==> config.mk <==
export PLATFORM = sky130hd
export DESIGN_NAME = serial_adc_readout_port
export DESIGN_NICKNAME = d
export VERILOG_FILES = /design/src/core/adc_port_pkg.sv /design/src/core/sar_engine.sv /design/src/core/serial_adc_readout_port.sv
export SDC_FILE = /design/constraint.sdc
export NUM_CORES = 1
export LEC_CHECK = 0
export ABC_AREA = 1
export BUFFER_PORTS_ARGS = -buffer_cell sky130_fd_sc_hd__buf_4
export CAP_MARGIN = 30
export CORE_UTILIZATION = 50
export DETAILED_ROUTE_END_ITERATION = 10
export HOLD_SLACK_MARGIN = 0.12
export PLACE_DENSITY = 0.71
export SYNTH_ARGS = -nofsm -noshare
export SYNTH_HDL_FRONTEND = slang
export SYNTH_SLANG_ARGS = --single-unit
==> constraint.sdc <==
create_clock -name ref_clk_i -period 1.4 [get_ports ref_clk_i]
set_input_delay 0.21 -clock ref_clk_i [delete_from_list [all_inputs] [get_ports ref_clk_i]]
set_output_delay 0.21 -clock ref_clk_i [all_outputs]
set_load 0.01 [all_outputs]
==> src/core/adc_port_pkg.sv <==
// Purpose: shared constants for the serial converter readout port
// Assumes: core clock at 200 MHz; shift clock and select arrive as pins
// Notes: times are kept in their own unit, cycle counts derive from them
`default_nettype none

package adc_port_pkg;

  // converter word
  localparam int RESULT_W = 12;
  localparam int BIT_CNT_W = 4;
  localparam logic [BIT_CNT_W-1:0] LAST_BIT_IDX = 4'hb;
  localparam logic [RESULT_W-1:0] RESULT_RST = 12'h000;
  localparam logic [RESULT_W-1:0] TRIAL_MSB = 12'h800;
  localparam logic NULL_BIT = 1'b0;
  localparam logic FILL_BIT = 1'b0;

  // core clock
  localparam real CLK_PERIOD_NS = 5.0;

  // least select-high time between transfers
  localparam real SELECT_HIGH_TIME_US = 5.0;
  // least select-low to clock-high setup
  localparam real SELECT_TO_CLOCK_SETUP_NS = 100.0;
  // highest shift clock rate
  localparam real SCLK_MAX_FREQ_KHZ = 500.0;

  // monitor counter width, enough for the longest count below
  localparam int MON_W = 11;
  localparam logic [MON_W-1:0] SELECT_HIGH_CYC =
    MON_W'(int'($ceil(SELECT_HIGH_TIME_US * 1000.0 / CLK_PERIOD_NS)));
  localparam logic [MON_W-1:0] SELECT_SETUP_CYC =
    MON_W'(int'($ceil(SELECT_TO_CLOCK_SETUP_NS / CLK_PERIOD_NS)));
  localparam logic [MON_W-1:0] SCLK_MIN_PERIOD_CYC =
    MON_W'(int'($ceil(1.0e6 / SCLK_MAX_FREQ_KHZ / CLK_PERIOD_NS)));

  // transfer sequencer states
  typedef enum logic [5:0] {
    ST_IDLE    = 6'b000001,
    ST_ARMED   = 6'b000010,
    ST_SAMPLE  = 6'b000100,
    ST_CONVERT = 6'b001000,
    ST_REPLAY  = 6'b010000,
    ST_DONE    = 6'b100000
  } xfer_state_t;

endpackage : adc_port_pkg

`default_nettype wire

==> src/core/sar_engine.sv <==
// Purpose: successive-approximation register, one bit decision per step
// Assumes: comparator level already synchronised by the caller
// Notes: comp_i high means the held input is at or above the trial code
`default_nettype none

module sar_engine (
  // clock and reset
  input wire logic ref_clk_i,
  input wire logic nrst_i,
  // control
  input wire logic clear_i,
  input wire logic start_i,
  input wire logic decide_i,
  input wire logic comp_i,
  // results
  output logic [adc_port_pkg::RESULT_W-1:0] trial_o,
  output logic [adc_port_pkg::RESULT_W-1:0] result_o
);
  import adc_port_pkg::*;

  logic [RESULT_W-1:0] code_q;
  logic [RESULT_W-1:0] mask_q;
  logic [RESULT_W-1:0] res_q;

  // trial code drives the capacitor dac; mask marks the bit under test
  always_ff @(posedge ref_clk_i or negedge nrst_i) begin
    if (!nrst_i) begin
      code_q <= RESULT_RST;
      mask_q <= RESULT_RST;
    end else if (clear_i) begin
      code_q <= RESULT_RST;
      mask_q <= RESULT_RST;
    end else if (start_i) begin
      code_q <= TRIAL_MSB;
      mask_q <= TRIAL_MSB;
    end else if (decide_i && (mask_q != RESULT_RST)) begin
      code_q <= (comp_i ? code_q : (code_q & ~mask_q)) | (mask_q >> 1);
      mask_q <= mask_q >> 1;
    end
  end

  // settled word, built bit by bit as decisions land
  always_ff @(posedge ref_clk_i or negedge nrst_i) begin
    if (!nrst_i) begin
      res_q <= RESULT_RST;
    end else if (clear_i || start_i) begin
      res_q <= RESULT_RST;
    end else if (decide_i && (mask_q != RESULT_RST)) begin
      res_q <= comp_i ? (res_q | mask_q) : res_q;
    end
  end

  assign trial_o = code_q;
  assign result_o = res_q;

endmodule : sar_engine

`default_nettype wire

==> src/core/serial_adc_readout_port.sv <==
// Purpose: control, timing and three-wire serial output of a 12-bit converter
// Assumes: select and shift clock come from the host as pins, comparator from the analog core
// Notes: every pin input is synchronised; edges are seen two to three core cycles late
`default_nettype none

module serial_adc_readout_port (
  // clock and reset
  input wire logic ref_clk_i,
  input wire logic nrst_i,
  // host serial link
  input wire logic select_n_i,
  input wire logic sclk_i,
  output logic dout_o,
  output logic dout_oe_n_o,
  // analog core
  input wire logic comp_i,
  output logic [adc_port_pkg::RESULT_W-1:0] dac_code_o,
  output logic sample_o,
  output logic cap_to_neg_o,
  // status
  output logic converting_o,
  output logic short_gap_o,
  output logic short_setup_o,
  output logic fast_clk_o
);
  import adc_port_pkg::*;

  function automatic logic rise(input logic now, input logic old);
    rise = now & ~old;
  endfunction : rise

  function automatic logic fall(input logic now, input logic old);
    fall = ~now & old;
  endfunction : fall

  // synchronisers; the first stage feeds only the second
  logic sel_s1_q;
  logic sel_s2_q;
  logic sel_s3_q;
  logic sclk_s1_q;
  logic sclk_s2_q;
  logic sclk_s3_q;
  logic comp_s1_q;
  logic comp_s2_q;

  always_ff @(posedge ref_clk_i or negedge nrst_i) begin
    if (!nrst_i) begin
      sel_s1_q <= 1'b1;
      sel_s2_q <= 1'b1;
      sel_s3_q <= 1'b1;
    end else begin
      sel_s1_q <= select_n_i;
      sel_s2_q <= sel_s1_q;
      sel_s3_q <= sel_s2_q;
    end
  end

  always_ff @(posedge ref_clk_i or negedge nrst_i) begin
    if (!nrst_i) begin
      sclk_s1_q <= 1'b0;
      sclk_s2_q <= 1'b0;
      sclk_s3_q <= 1'b0;
    end else begin
      sclk_s1_q <= sclk_i;
      sclk_s2_q <= sclk_s1_q;
      sclk_s3_q <= sclk_s2_q;
    end
  end

  always_ff @(posedge ref_clk_i or negedge nrst_i) begin
    if (!nrst_i) begin
      comp_s1_q <= 1'b0;
      comp_s2_q <= 1'b0;
    end else begin
      comp_s1_q <= comp_i;
      comp_s2_q <= comp_s1_q;
    end
  end

  logic sel_active;
  logic sel_fall;
  logic sclk_rise;
  logic sclk_fall;

  assign sel_active = ~sel_s2_q;
  assign sel_fall = fall(sel_s2_q, sel_s3_q);
  assign sclk_rise = rise(sclk_s2_q, sclk_s3_q);
  assign sclk_fall = fall(sclk_s2_q, sclk_s3_q);

  // transfer sequencer
  xfer_state_t state_q;
  xfer_state_t state_d;
  logic [BIT_CNT_W-1:0] bit_q;
  logic sar_clear;
  logic sar_start;
  logic sar_decide;
  logic [RESULT_W-1:0] result;

  always_comb begin
    state_d = state_q;
    sar_clear = 1'b0;
    sar_start = 1'b0;
    sar_decide = 1'b0;
    if (!sel_active) begin
      state_d = ST_IDLE;
      sar_clear = 1'b1;
    end else begin
      case (state_q)
        ST_IDLE: begin
          state_d = ST_ARMED;
        end
        ST_ARMED: begin
          if (sclk_rise) begin
            state_d = ST_SAMPLE;
          end
        end
        ST_SAMPLE: begin
          if (sclk_fall) begin
            state_d = ST_CONVERT;
            sar_start = 1'b1;
          end
        end
        ST_CONVERT: begin
          if (sclk_fall) begin
            sar_decide = 1'b1;
            if (bit_q == LAST_BIT_IDX) begin
              state_d = ST_REPLAY;
            end
          end
        end
        ST_REPLAY: begin
          if (sclk_fall && (bit_q == LAST_BIT_IDX)) begin
            state_d = ST_DONE;
          end
        end
        ST_DONE: begin
          state_d = ST_DONE;
        end
        default: begin
          state_d = ST_IDLE;
          sar_clear = 1'b1;
        end
      endcase
    end
  end

  always_ff @(posedge ref_clk_i or negedge nrst_i) begin
    if (!nrst_i) begin
      state_q <= ST_IDLE;
    end else begin
      state_q <= state_d;
    end
  end

  // bit counter: counts decisions, then replayed bits
  always_ff @(posedge ref_clk_i or negedge nrst_i) begin
    if (!nrst_i) begin
      bit_q <= '0;
    end else if (sar_clear || sar_start) begin
      bit_q <= '0;
    end else if (sclk_fall && (state_q == ST_CONVERT || state_q == ST_REPLAY)) begin
      bit_q <= (bit_q == LAST_BIT_IDX) ? '0 : bit_q + 4'h1;
    end
  end

  // only the comparator and the select/clock pins steer the converter
  sar_engine u_sar (
    .ref_clk_i(ref_clk_i),
    .nrst_i(nrst_i),
    .clear_i(sar_clear),
    .start_i(sar_start),
    .decide_i(sar_decide),
    .comp_i(comp_s2_q),
    .trial_o(dac_code_o),
    .result_o(result)
  );

  // serial output data; changes on shift clock falling edges, and returns to the null bit when select rises
  logic dout_q;
  logic drive_q;

  always_ff @(posedge ref_clk_i or negedge nrst_i) begin
    if (!nrst_i) begin
      dout_q <= NULL_BIT;
    end else if (!sel_active) begin
      dout_q <= NULL_BIT;
    end else if (sclk_fall) begin
      case (state_q)
        ST_SAMPLE: begin
          dout_q <= NULL_BIT;
        end
        ST_CONVERT: begin
          // bit just decided goes straight out, so MSB leads
          dout_q <= comp_s2_q;
        end
        ST_REPLAY: begin
          // the word finished in this same transfer, LSB first
          dout_q <= result[bit_q];
        end
        default: begin
          dout_q <= FILL_BIT;
        end
      endcase
    end
  end

  // the last MSB-first bit is also the first replay bit source; replay reads result,
  // so the LSB is sent twice only as part of two full words, as a host expects
  always_ff @(posedge ref_clk_i or negedge nrst_i) begin
    if (!nrst_i) begin
      drive_q <= 1'b0;
    end else if (!sel_active) begin
      drive_q <= 1'b0;
    end else if (state_q == ST_ARMED && sclk_rise) begin
      drive_q <= 1'b1;
    end
  end

  assign dout_o = dout_q;
  assign dout_oe_n_o = ~drive_q;

  // sample and hold control: tracking from select rise until the hold edge
  logic sample_q;
  logic neg_q;

  always_ff @(posedge ref_clk_i or negedge nrst_i) begin
    if (!nrst_i) begin
      sample_q <= 1'b1;
      neg_q <= 1'b0;
    end else if (!sel_active) begin
      sample_q <= 1'b1;
      neg_q <= 1'b0;
    end else if (sar_start) begin
      sample_q <= 1'b0;
      neg_q <= 1'b1;
    end
  end

  assign sample_o = sample_q;
  assign cap_to_neg_o = neg_q;
  assign converting_o = (state_q == ST_CONVERT);

  // host timing monitors; they report, they never alter the transfer
  logic [MON_W-1:0] gap_cnt_q;
  logic [MON_W-1:0] setup_cnt_q;
  logic [MON_W-1:0] per_cnt_q;
  logic seen_rise_q;
  logic short_gap_q;
  logic short_setup_q;
  logic fast_clk_q;

  // select-high time, saturating so a long idle never wraps
  always_ff @(posedge ref_clk_i or negedge nrst_i) begin
    if (!nrst_i) begin
      gap_cnt_q <= SELECT_HIGH_CYC;
    end else if (sel_active) begin
      gap_cnt_q <= '0;
    end else if (gap_cnt_q != SELECT_HIGH_CYC) begin
      gap_cnt_q <= gap_cnt_q + 11'h001;
    end
  end

  always_ff @(posedge ref_clk_i or negedge nrst_i) begin
    if (!nrst_i) begin
      short_gap_q <= 1'b0;
    end else if (sel_fall) begin
      short_gap_q <= (gap_cnt_q < SELECT_HIGH_CYC);
    end
  end

  // select-low to first clock rise
  always_ff @(posedge ref_clk_i or negedge nrst_i) begin
    if (!nrst_i) begin
      setup_cnt_q <= '0;
    end else if (!sel_active) begin
      setup_cnt_q <= '0;
    end else if (setup_cnt_q != SELECT_SETUP_CYC) begin
      setup_cnt_q <= setup_cnt_q + 11'h001;
    end
  end

  always_ff @(posedge ref_clk_i or negedge nrst_i) begin
    if (!nrst_i) begin
      short_setup_q <= 1'b0;
    end else if (sel_fall) begin
      short_setup_q <= 1'b0;
    end else if (state_q == ST_ARMED && sclk_rise && setup_cnt_q < SELECT_SETUP_CYC) begin
      short_setup_q <= 1'b1;
    end
  end

  // shift clock period between rising edges
  always_ff @(posedge ref_clk_i or negedge nrst_i) begin
    if (!nrst_i) begin
      per_cnt_q <= '0;
      seen_rise_q <= 1'b0;
    end else if (!sel_active) begin
      per_cnt_q <= '0;
      seen_rise_q <= 1'b0;
    end else if (sclk_rise) begin
      per_cnt_q <= 11'h001; // the rise cycle counts, so an exact legal period passes
      seen_rise_q <= 1'b1;
    end else if (per_cnt_q != SCLK_MIN_PERIOD_CYC) begin
      per_cnt_q <= per_cnt_q + 11'h001;
    end
  end

  // sticky per transfer; a new select fall clears it
  always_ff @(posedge ref_clk_i or negedge nrst_i) begin
    if (!nrst_i) begin
      fast_clk_q <= 1'b0;
    end else if (sclk_rise && seen_rise_q && per_cnt_q < SCLK_MIN_PERIOD_CYC) begin
      fast_clk_q <= 1'b1;
    end else if (sel_fall) begin
      fast_clk_q <= 1'b0;
    end
  end

  assign short_gap_o = short_gap_q;
  assign short_setup_o = short_setup_q;
  assign fast_clk_o = fast_clk_q;

endmodule : serial_adc_readout_port

`default_nettype wire

==> results of run 1 <==
==> worst register-to-register path, stage by stage (launching register included) <==
cell and delay [ns]:
dfrtp_1 0.43, buf_6 0.14, nor2_4 0.16, nand2_1 0.11
nor2_2 0.16, nor2_2 0.08, nand2_4 0.11, nand2_8 0.09
buf_12 0.17, a21oi_1 0.12
==> how the worst max path moves through the flow <==
stage,start,to,cells past startpoint
after global placement,state_q[5],u_sar.result_o[4],8
after global routing,state_q[2],u_sar.mask_q[1],9
after CTS,state_q[4],u_sar.trial_o[9],9
after floorplan,state_q[5],u_sar.trial_o[9],8
after detailed placement,state_q[5],u_sar.trial_o[4],8
final,state_q[2],u_sar.mask_q[4],9
==> state kept, by name, indices dropped and copies added (netlist names), 4 cells and up <==
name,flops
u_sar.trial_o,12
bit_q,4
u_sar.result_o,12
per_cnt_q,11
u_sar.mask_q,12
state_q,6
gap_cnt_q,11
setup_cnt_q,11
==> layout make-up <==
cell class / count / share of cell area
Inverter: 77 / 0.0483
Multi-Input combinational cell: 398 / 0.360
Clock inverter: 6 / 0.0149
Clock buffer: 10 / 0.0224
Timing Repair Buffer: 103 / 0.142
Tap cell: 111 / 0.0226
Sequential cell: 95 / 0.390
==> logic make-up (layout without fill, tap and decap cells) <==
family	count (synthesis)	in the layout
buffers and inverters	93	196
AO/OA/AOI/OAI	102	102
flip-flops	95	95
adder cells (fa/ha/maj)	7	7
AND/OR/NAND/NOR	285	285
XOR/XNOR	4	4
==> cells in the mapped netlist <==
cell type  number  share of area
nand2_1       148           0.12
dfrtp_1        84           0.45
inv_1          76          0.061
nor2_1         59          0.047
a21oi_1        55          0.059
o21ai_0        37          0.039
nand3_1        25          0.027
nand4_1        21          0.028
nor3_1         13          0.014
dfstp_2        11          0.062
clkbuf_1        7         0.0056
ha_1            7          0.019
nor2_4          5          0.012
buf_4           4         0.0064
o211ai_1        4         0.0064
xor2_1          4         0.0075
buf_6           3         0.0072
nor2_2          3         0.0040
a31oi_1         2         0.0027
buf_2           2         0.0021
nand2_2         2         0.0027
nand2_4         2         0.0048
nor4_1          2         0.0027
a21boi_0        1         0.0016
a41oi_1         1         0.0019
and3_1          1         0.0013
clkinv_2        1         0.0011
nand3b_1        1         0.0016
nand4_2         1         0.0027
nor3b_1         1         0.0016
o21bai_1        1         0.0016
o31ai_1         1         0.0016
or2_2           1         0.0013
==> what timing repair did <==
item,4_1_cts,5_1_grt
endpoints found under the setup margin,47,70
hold endpoints to repair,87,0
gates resized for setup,42,61
hold buffers,4,0
buffers inserted,5,13
pin swaps,12,25
gates cloned,1,0
==> per-layer routing <==
metal	wire, um	part of all wire
met5	0	0
met4	210	0.019
met3	288	0.026
met2	5500	0.49
met1	5160	0.46
==> power groups by stage <==
| stage | Combinational (mW) | Sequential (mW) | Clock [mW] |
|---|---|---|---|
| 6_report | 0.660 | 2.86 | 2.06 |
| 5_1_grt | 0.721 | 2.87 | 2.21 |
| 4_1_cts | 0.606 | 2.86 | 2.08 |
| 3_5_place_dp | 0.538 | 2.91 | 0 |
| 3_3_place_gp | 0.519 | 2.91 | 0 |
| 2_1_floorplan | 0.260 | 2.91 | 0 |
==> stage by stage <==
stage / cell area, sq um / std cells / TNS [ns] / util / setup WS (ns)
final: 6140 / 800 / -8.38 / 0.671 / -0.232
after global routing: 6140 / 800 / -11.59 / 0.671 / -0.284
after CTS: 5880 / 788 / -5.03 / 0.643 / -0.154
after detailed placement: 5410 / 762 / -4.46 / 0.591 / -0.133
after global placement: 5410 / 762 / -1.73 / 0.591 / -0.0522
after floorplan: 4720 / 586 / -0.0136 / - / -0.00210
==> flow_summary_export.csv, run 1 <==
group,metric,value,unit
status,status,"finished, violations left",
status,violations,"negative setup slack",
pwr,power_frac_clock,0.369,
worst_hold_path,worst_hold_launch,"comp_s1_q",
setup_path,crit_end_category,"flip-flop",
sta,period_share,1.17,
floorplanning,row_count,35,
detailed_routing,drtPass1Iterations,4,
logic_synthesis,ys_seq_area_frac,0.509,
cts,cts_root_buf,"clkbuf_8",
layout,most_frequent_cells_in_the_layout,"nand2_1 (135), buf_4 (84), dfrtp_1 (82)",
setup_path,max_stage_delay,0.43,ns
cts,clkSinkCount,95,
global_routing,globalRouteTotalUtil,0.237,
logic_synthesis,post_synth_fa_ha_maj_area_fraction,0.0186,
floorplanning,die-width,99.0,um
pwr,p_switching,1.43,mW
cts,cts.clk_slew.worst_paths,0.10,ns
layout,final_common_cell,"nand2_1",
global_routing,grtUsageMet2,0.389,
cts,cts_tree,"built",
sta,setup_ws,-0.232,ns
setup_path,timing.critical_path.arrival,1.92,ns
detailed_routing,initialDrtViolationCount,264,
global_routing,met1_usage,0.316,
pwr,design_power_total,5.58,mW
job,timing.max_cap.violations,0,
setup_path,r2r_end,"u_sar.mask_q[4]",
floorplanning,floorplan.core_area,0.00915,sq mm
setup_path,r2r_cells,9,
sta,final-setup-viol-count,44,
cts,cts-buffers-inserted,9,
detailed_routing,routed_via_density,5.34,
logic_synthesis,largest_family_of_logic_cells_by_synthesized_area,"simple AND/OR/NAND/NOR gates",
global_routing,antenna_found_initial,0,
pwr,sw_share,0.257,
logic_synthesis,synth-xor-area-share,0.00745,
sta,setup_repair_after_global_routing_missed_its_margin,"true",
layout,drive_above_1_share,0.306,
logic_synthesis,postSynthRegisterBits,95,
setup_path,crit_slowest_cell,"dfrtp_1",
logic_synthesis,multiplexer_share_of_the_synthesized_area,0,
global_routing,largest_net_degree_at_the_start_of_global_routing,96,
sta,tightestPinTransition,0.519,ns
sta,max-slew-margin-rel,0.654,
floorplanning,die_area,0.00979,sq mm
worst_hold_path,worst_hold_path.num_cells,0,
setup_path,crit_buf_inv,2,
placement,buffer_ports.inserted,24,
global_routing,globalRouteMet3Util,0.0397,
cts,worst_skew_pair.late_latency,0.36,ns
layout,n_fill_cell,706,
sta,maximum_clock_frequency,613,MHz
worst_hold_path,holdPathEnd,"comp_s2_q",
global_routing,grt_most_used_layer,"met2",
pwr,seqPwrFrac,0.512,
sta,slew_violations,0,
global_routing,grt_remaining_overflow,0,
layout,final_net_count,696,
logic_synthesis,synth_simple_gate_area_frac,0.268,
floorplanning,design.portCount,25,
pwr,static_leakage,2.87,nW
logic_synthesis,postSynthAreaPerCell,8.02,sq um
setup_path,setup.worst_path.start_class,"flip-flop",
layout,multiInputGateArea,0.00221,sq mm
placement,post-dp-hpwl,7200,um
setup_path,worst-endpoint-required,1.69,ns
sta,final_count_of_hold_timing_violations,0,
cts,h-tree-depth,3,
detailed_routing,routed-via-count,4272,
global_routing,grt_first_pass_wirelength,18500,um
setup_path,timing_worst_setup_path_type,"reg -> reg",
logic_synthesis,synthesis.nets,598,
floorplanning,start_util,0.513,
sta,finClkSkew,0.0141,ns
logic_synthesis,syn-cell-area,0.00470,sq mm
detailed_routing,dr_wl_cell,13.9,um
layout,areaGrowthSynthToFinish,30.7,%
setup_path,ff2ff_setup_slack,-0.23,ns
worst_hold_path,holdCritPathClass,"reg -> reg",
logic_synthesis,synth_compound_area_frac,0.114,
sta,post-route-min-period,1.63,ns
floorplanning,die_y,99.0,um
detailed_routing,postRouteWirelength,11200,um
global_routing,number_of_global_route_vias_before_repair,4046,
cts,cts-root-to-sink-buffers,2,
detailed_routing,drc_markers,0,
sta,fin_worst_hold_slack,0.357,ns
pwr,pwr_density_cell,909,mW/mm^2
detailed_routing,antenna_violating_nets_post_route,0,
setup_path,cp_cell_sequence,"buf_6, nor2_4, nand2_1, nor2_2, nor2_2, nand2_4, nand2_8, buf_12, a21oi_1",
layout,num_antenna_cells,0,
setup_path,worstReg2RegStart,"state_q[2]",
logic_synthesis,synth-warning-count,0,
layout,seqCellArea,0.00239,sq mm
pwr,power_report.internal_total,4.15,mW
setup_path,critPathTopFamily,"simple AND/OR/NAND/NOR gates",
setup_path,path_max_fanout,16,
logic_synthesis,post_synth_inst_count,586,
placement,gp_routability_congestion,0.862,
setup_path,cpMostUsedCell,"nor2_2",
pwr,power.combinational.fraction,0.118,
pwr,ir_drop,440,uV
logic_synthesis,synth_cell_type_count,33,
Power figures use the tool's default switching activity.
==> run 2, diff against run 1 <==
--- a/config.mk
+++ b/config.mk
@@ -8,10 +8,11 @@
 export ABC_AREA = 1
 export BUFFER_PORTS_ARGS = -buffer_cell sky130_fd_sc_hd__buf_4
 export CAP_MARGIN = 30
-export CORE_UTILIZATION = 50
+export CORE_UTILIZATION = 30
 export DETAILED_ROUTE_END_ITERATION = 10
 export HOLD_SLACK_MARGIN = 0.12
-export PLACE_DENSITY = 0.71
+export PLACE_DENSITY = 0.48
+export SLEW_MARGIN = 30
 export SYNTH_ARGS = -nofsm -noshare
 export SYNTH_HDL_FRONTEND = slang
 export SYNTH_SLANG_ARGS = --single-unit
==> run 2 against run 1 <==
  * The flow still finishes with violations (negative setup slack)
  * Largest power group unchanged
  * Clock skew down 0.0086 ns
  * Non-clock buffer count up 21
  * Power up 4.7%
  * Critical endpoint is now u_sar.trial_o[8]
  * Die area up 65%
==> flow_summary_export.csv, run 2 (same netlist as run 1, synthesis figures left out) <==
group,metric,value,unit
job,timing.max_cap.violations,0,
pwr,design_power_total,5.85,mW
cts,h-tree-depth,3,
detailed_routing,routed_wire_length_on_met3,324,um
status,status,"finished, violations left",
detailed_routing,routed-via-count,4201,
setup_path,worst-endpoint-required,1.68,ns
setup_path,crit_slowest_cell,"dfrtp_1",
detailed_routing,routed_via_density,4.56,
cts,worst_skew_pair.late_latency,0.34,ns
sta,finClkSkew,0.00556,ns
detailed_routing,wl_met2,5510,um
sta,setup_repair_after_global_routing_missed_its_margin,"true",
detailed_routing,drtPass1Iterations,4,
cts,cts-root-to-sink-buffers,2,
sta,fin_worst_hold_slack,0.277,ns
placement,post-dp-hpwl,8070,um
sta,final_count_of_hold_timing_violations,0,
global_routing,grt_remaining_overflow,0,
setup_path,timing.critical_path.arrival,1.87,ns
global_routing,grt_first_pass_wirelength,19500,um
global_routing,number_of_global_route_vias_before_repair,4031,
layout,most_frequent_cells_in_the_layout,"nand2_1 (136), buf_4 (104), dfrtp_1 (84)",
sta,max-slew-margin-rel,0.749,
sta,setup_ws,-0.189,ns
cts,cts_tree,"built",
layout,num_antenna_cells,0,
pwr,pwr_density_cell,899,mW/mm^2
layout,final_net_count,717,
setup_path,crit_end_category,"flip-flop",
detailed_routing,highest_routed_metal_layer,"met4",
global_routing,globalRouteTotalUtil,0.152,
floorplanning,die-width,127,um
floorplanning,design.portCount,25,
setup_path,cp_cell_sequence,"buf_6, nor2_4, nand2_2, nor2_4, nor2_4, nand2_4, nand2_8, buf_12, a21oi_2",
cts,clkSinkCount,95,
detailed_routing,initialDrtViolationCount,196,
status,violations,"negative setup slack",
sta,tightestPinTransition,0.373,ns
detailed_routing,dr_wl_cell,12.6,um
cts,cts_root_buf,"clkbuf_16",
detailed_routing,detail_route.wirelength.met1,5660,um
floorplanning,floorplan.core_area,0.0153,sq mm
setup_path,setup.worst_path.start_class,"flip-flop",
sta,maximum_clock_frequency,629,MHz
placement,gp_routability_congestion,0.845,
sta,post-route-min-period,1.59,ns
sta,period_share,1.13,
layout,drive_above_1_share,0.331,
cts,cts-buffers-inserted,9,
layout,n_fill_cell,1535,
floorplanning,die_area,0.0162,sq mm
pwr,ir_drop,539,uV
sta,final-setup-viol-count,49,
detailed_routing,antenna_violating_nets_post_route,0,
global_routing,largest_net_degree_at_the_start_of_global_routing,43,
floorplanning,start_util,0.308,
setup_path,path_max_fanout,14,
setup_path,max_stage_delay,0.42,ns
floorplanning,die_y,127,um
detailed_routing,drc_markers,0,
layout,areaGrowthSynthToFinish,38.4,%
placement,place_worst_setup_slack,-0.124,ns
layout,final_common_cell,"nand2_1",
setup_path,cpMostUsedCell,"nor2_4",
worst_hold_path,holdCritPathClass,"in -> async",
pwr,static_leakage,2.97,nW
detailed_routing,postRouteWirelength,11600,um
sta,slew_violations,0,
cts,cts.clk_slew.worst_paths,0.07,ns
setup_path,timing_worst_setup_path_type,"reg -> reg",
global_routing,antenna_found_initial,0,
placement,buffer_ports.inserted,24,
floorplanning,row_count,45,
## run 2: cell type report
type | count | area [sq um] | area share
repair buffers | 124 | 1040 | 0.161
well taps | 211 | 264 | 0.0406
inverters | 77 | 297 | 0.0456
clock buffers | 11 | 233 | 0.0358
clock inverters | 5 | 33.8 | 0.00519
multi-input cells | 398 | 2240 | 0.345
flip-flops and latches | 95 | 2390 | 0.368
## run 2: power by group
part	total (mW)	switching, mW	internal [mW]	leakage, nW
sequential	2.86	0.0463	2.81	1.26
clock	2.27	1.07	1.21	0.126
combinational	0.716	0.412	0.305	1.58
total	5.85	1.52	4.32	2.97
## run 2: final timing paths
| path | start | to | slack, ns | cells after the start |
|---|---|---|---|---|
| hold reg to reg | comp_s1_q | comp_s2_q | 0.35 | 0 |
| hold / removal | nrst_i | u_sar.trial_o[4] | 0.28 | 2 |
| min in group ref_clk_i | comp_s1_q | comp_s2_q | 0.35 | 0 |
| max in group asynchronous | nrst_i | state_q[0] | 0.56 | 3 |
| setup / recovery | state_q[2] | u_sar.trial_o[8] | -0.19 | 9 |
| setup reg to reg | state_q[2] | u_sar.trial_o[8] | -0.19 | 9 |
## run 2: stage by stage
| stage | util | setup TNS (ns) | cell area, sq um | std cells |
|---|---|---|---|---|
| final | 0.426 | -7.53 | 6500 | 921 |
| after floorplan | - | -0.0136 | 4720 | 586 |
| after global placement | 0.372 | -3.32 | 5680 | 879 |
| after global routing | 0.426 | -10.36 | 6500 | 921 |
| after detailed placement | 0.372 | -4.11 | 5680 | 879 |
| after CTS | 0.402 | -5.10 | 6140 | 906 |
## run 2: layer usage
layer,vias up,GRT usage
met3,10,0.0251
li1,2130,-
met2,41,0.242
met1,2020,0.207
met4,0,0.0588
met5,-,0
## run 2: what timing repair did
item / 4_1_cts / 5_1_grt
hold buffers: 4 / 0
buffers inserted: 7 / 15
gates resized for setup: 27 / 80
cloned: 0 / 0
endpoints found under the setup margin: 45 / 66
hold endpoints to repair: 88 / 0
pin swaps: 9 / 25
## run 2: critical path, delay by kind of cell, from the launching register on
kind	cells	cell delay (ns)
flip-flops	1	0.42
AND/OR/NAND/NOR	6	0.68
buffers and inverters	2	0.31
AO/OA/AOI/OAI	1	0.10
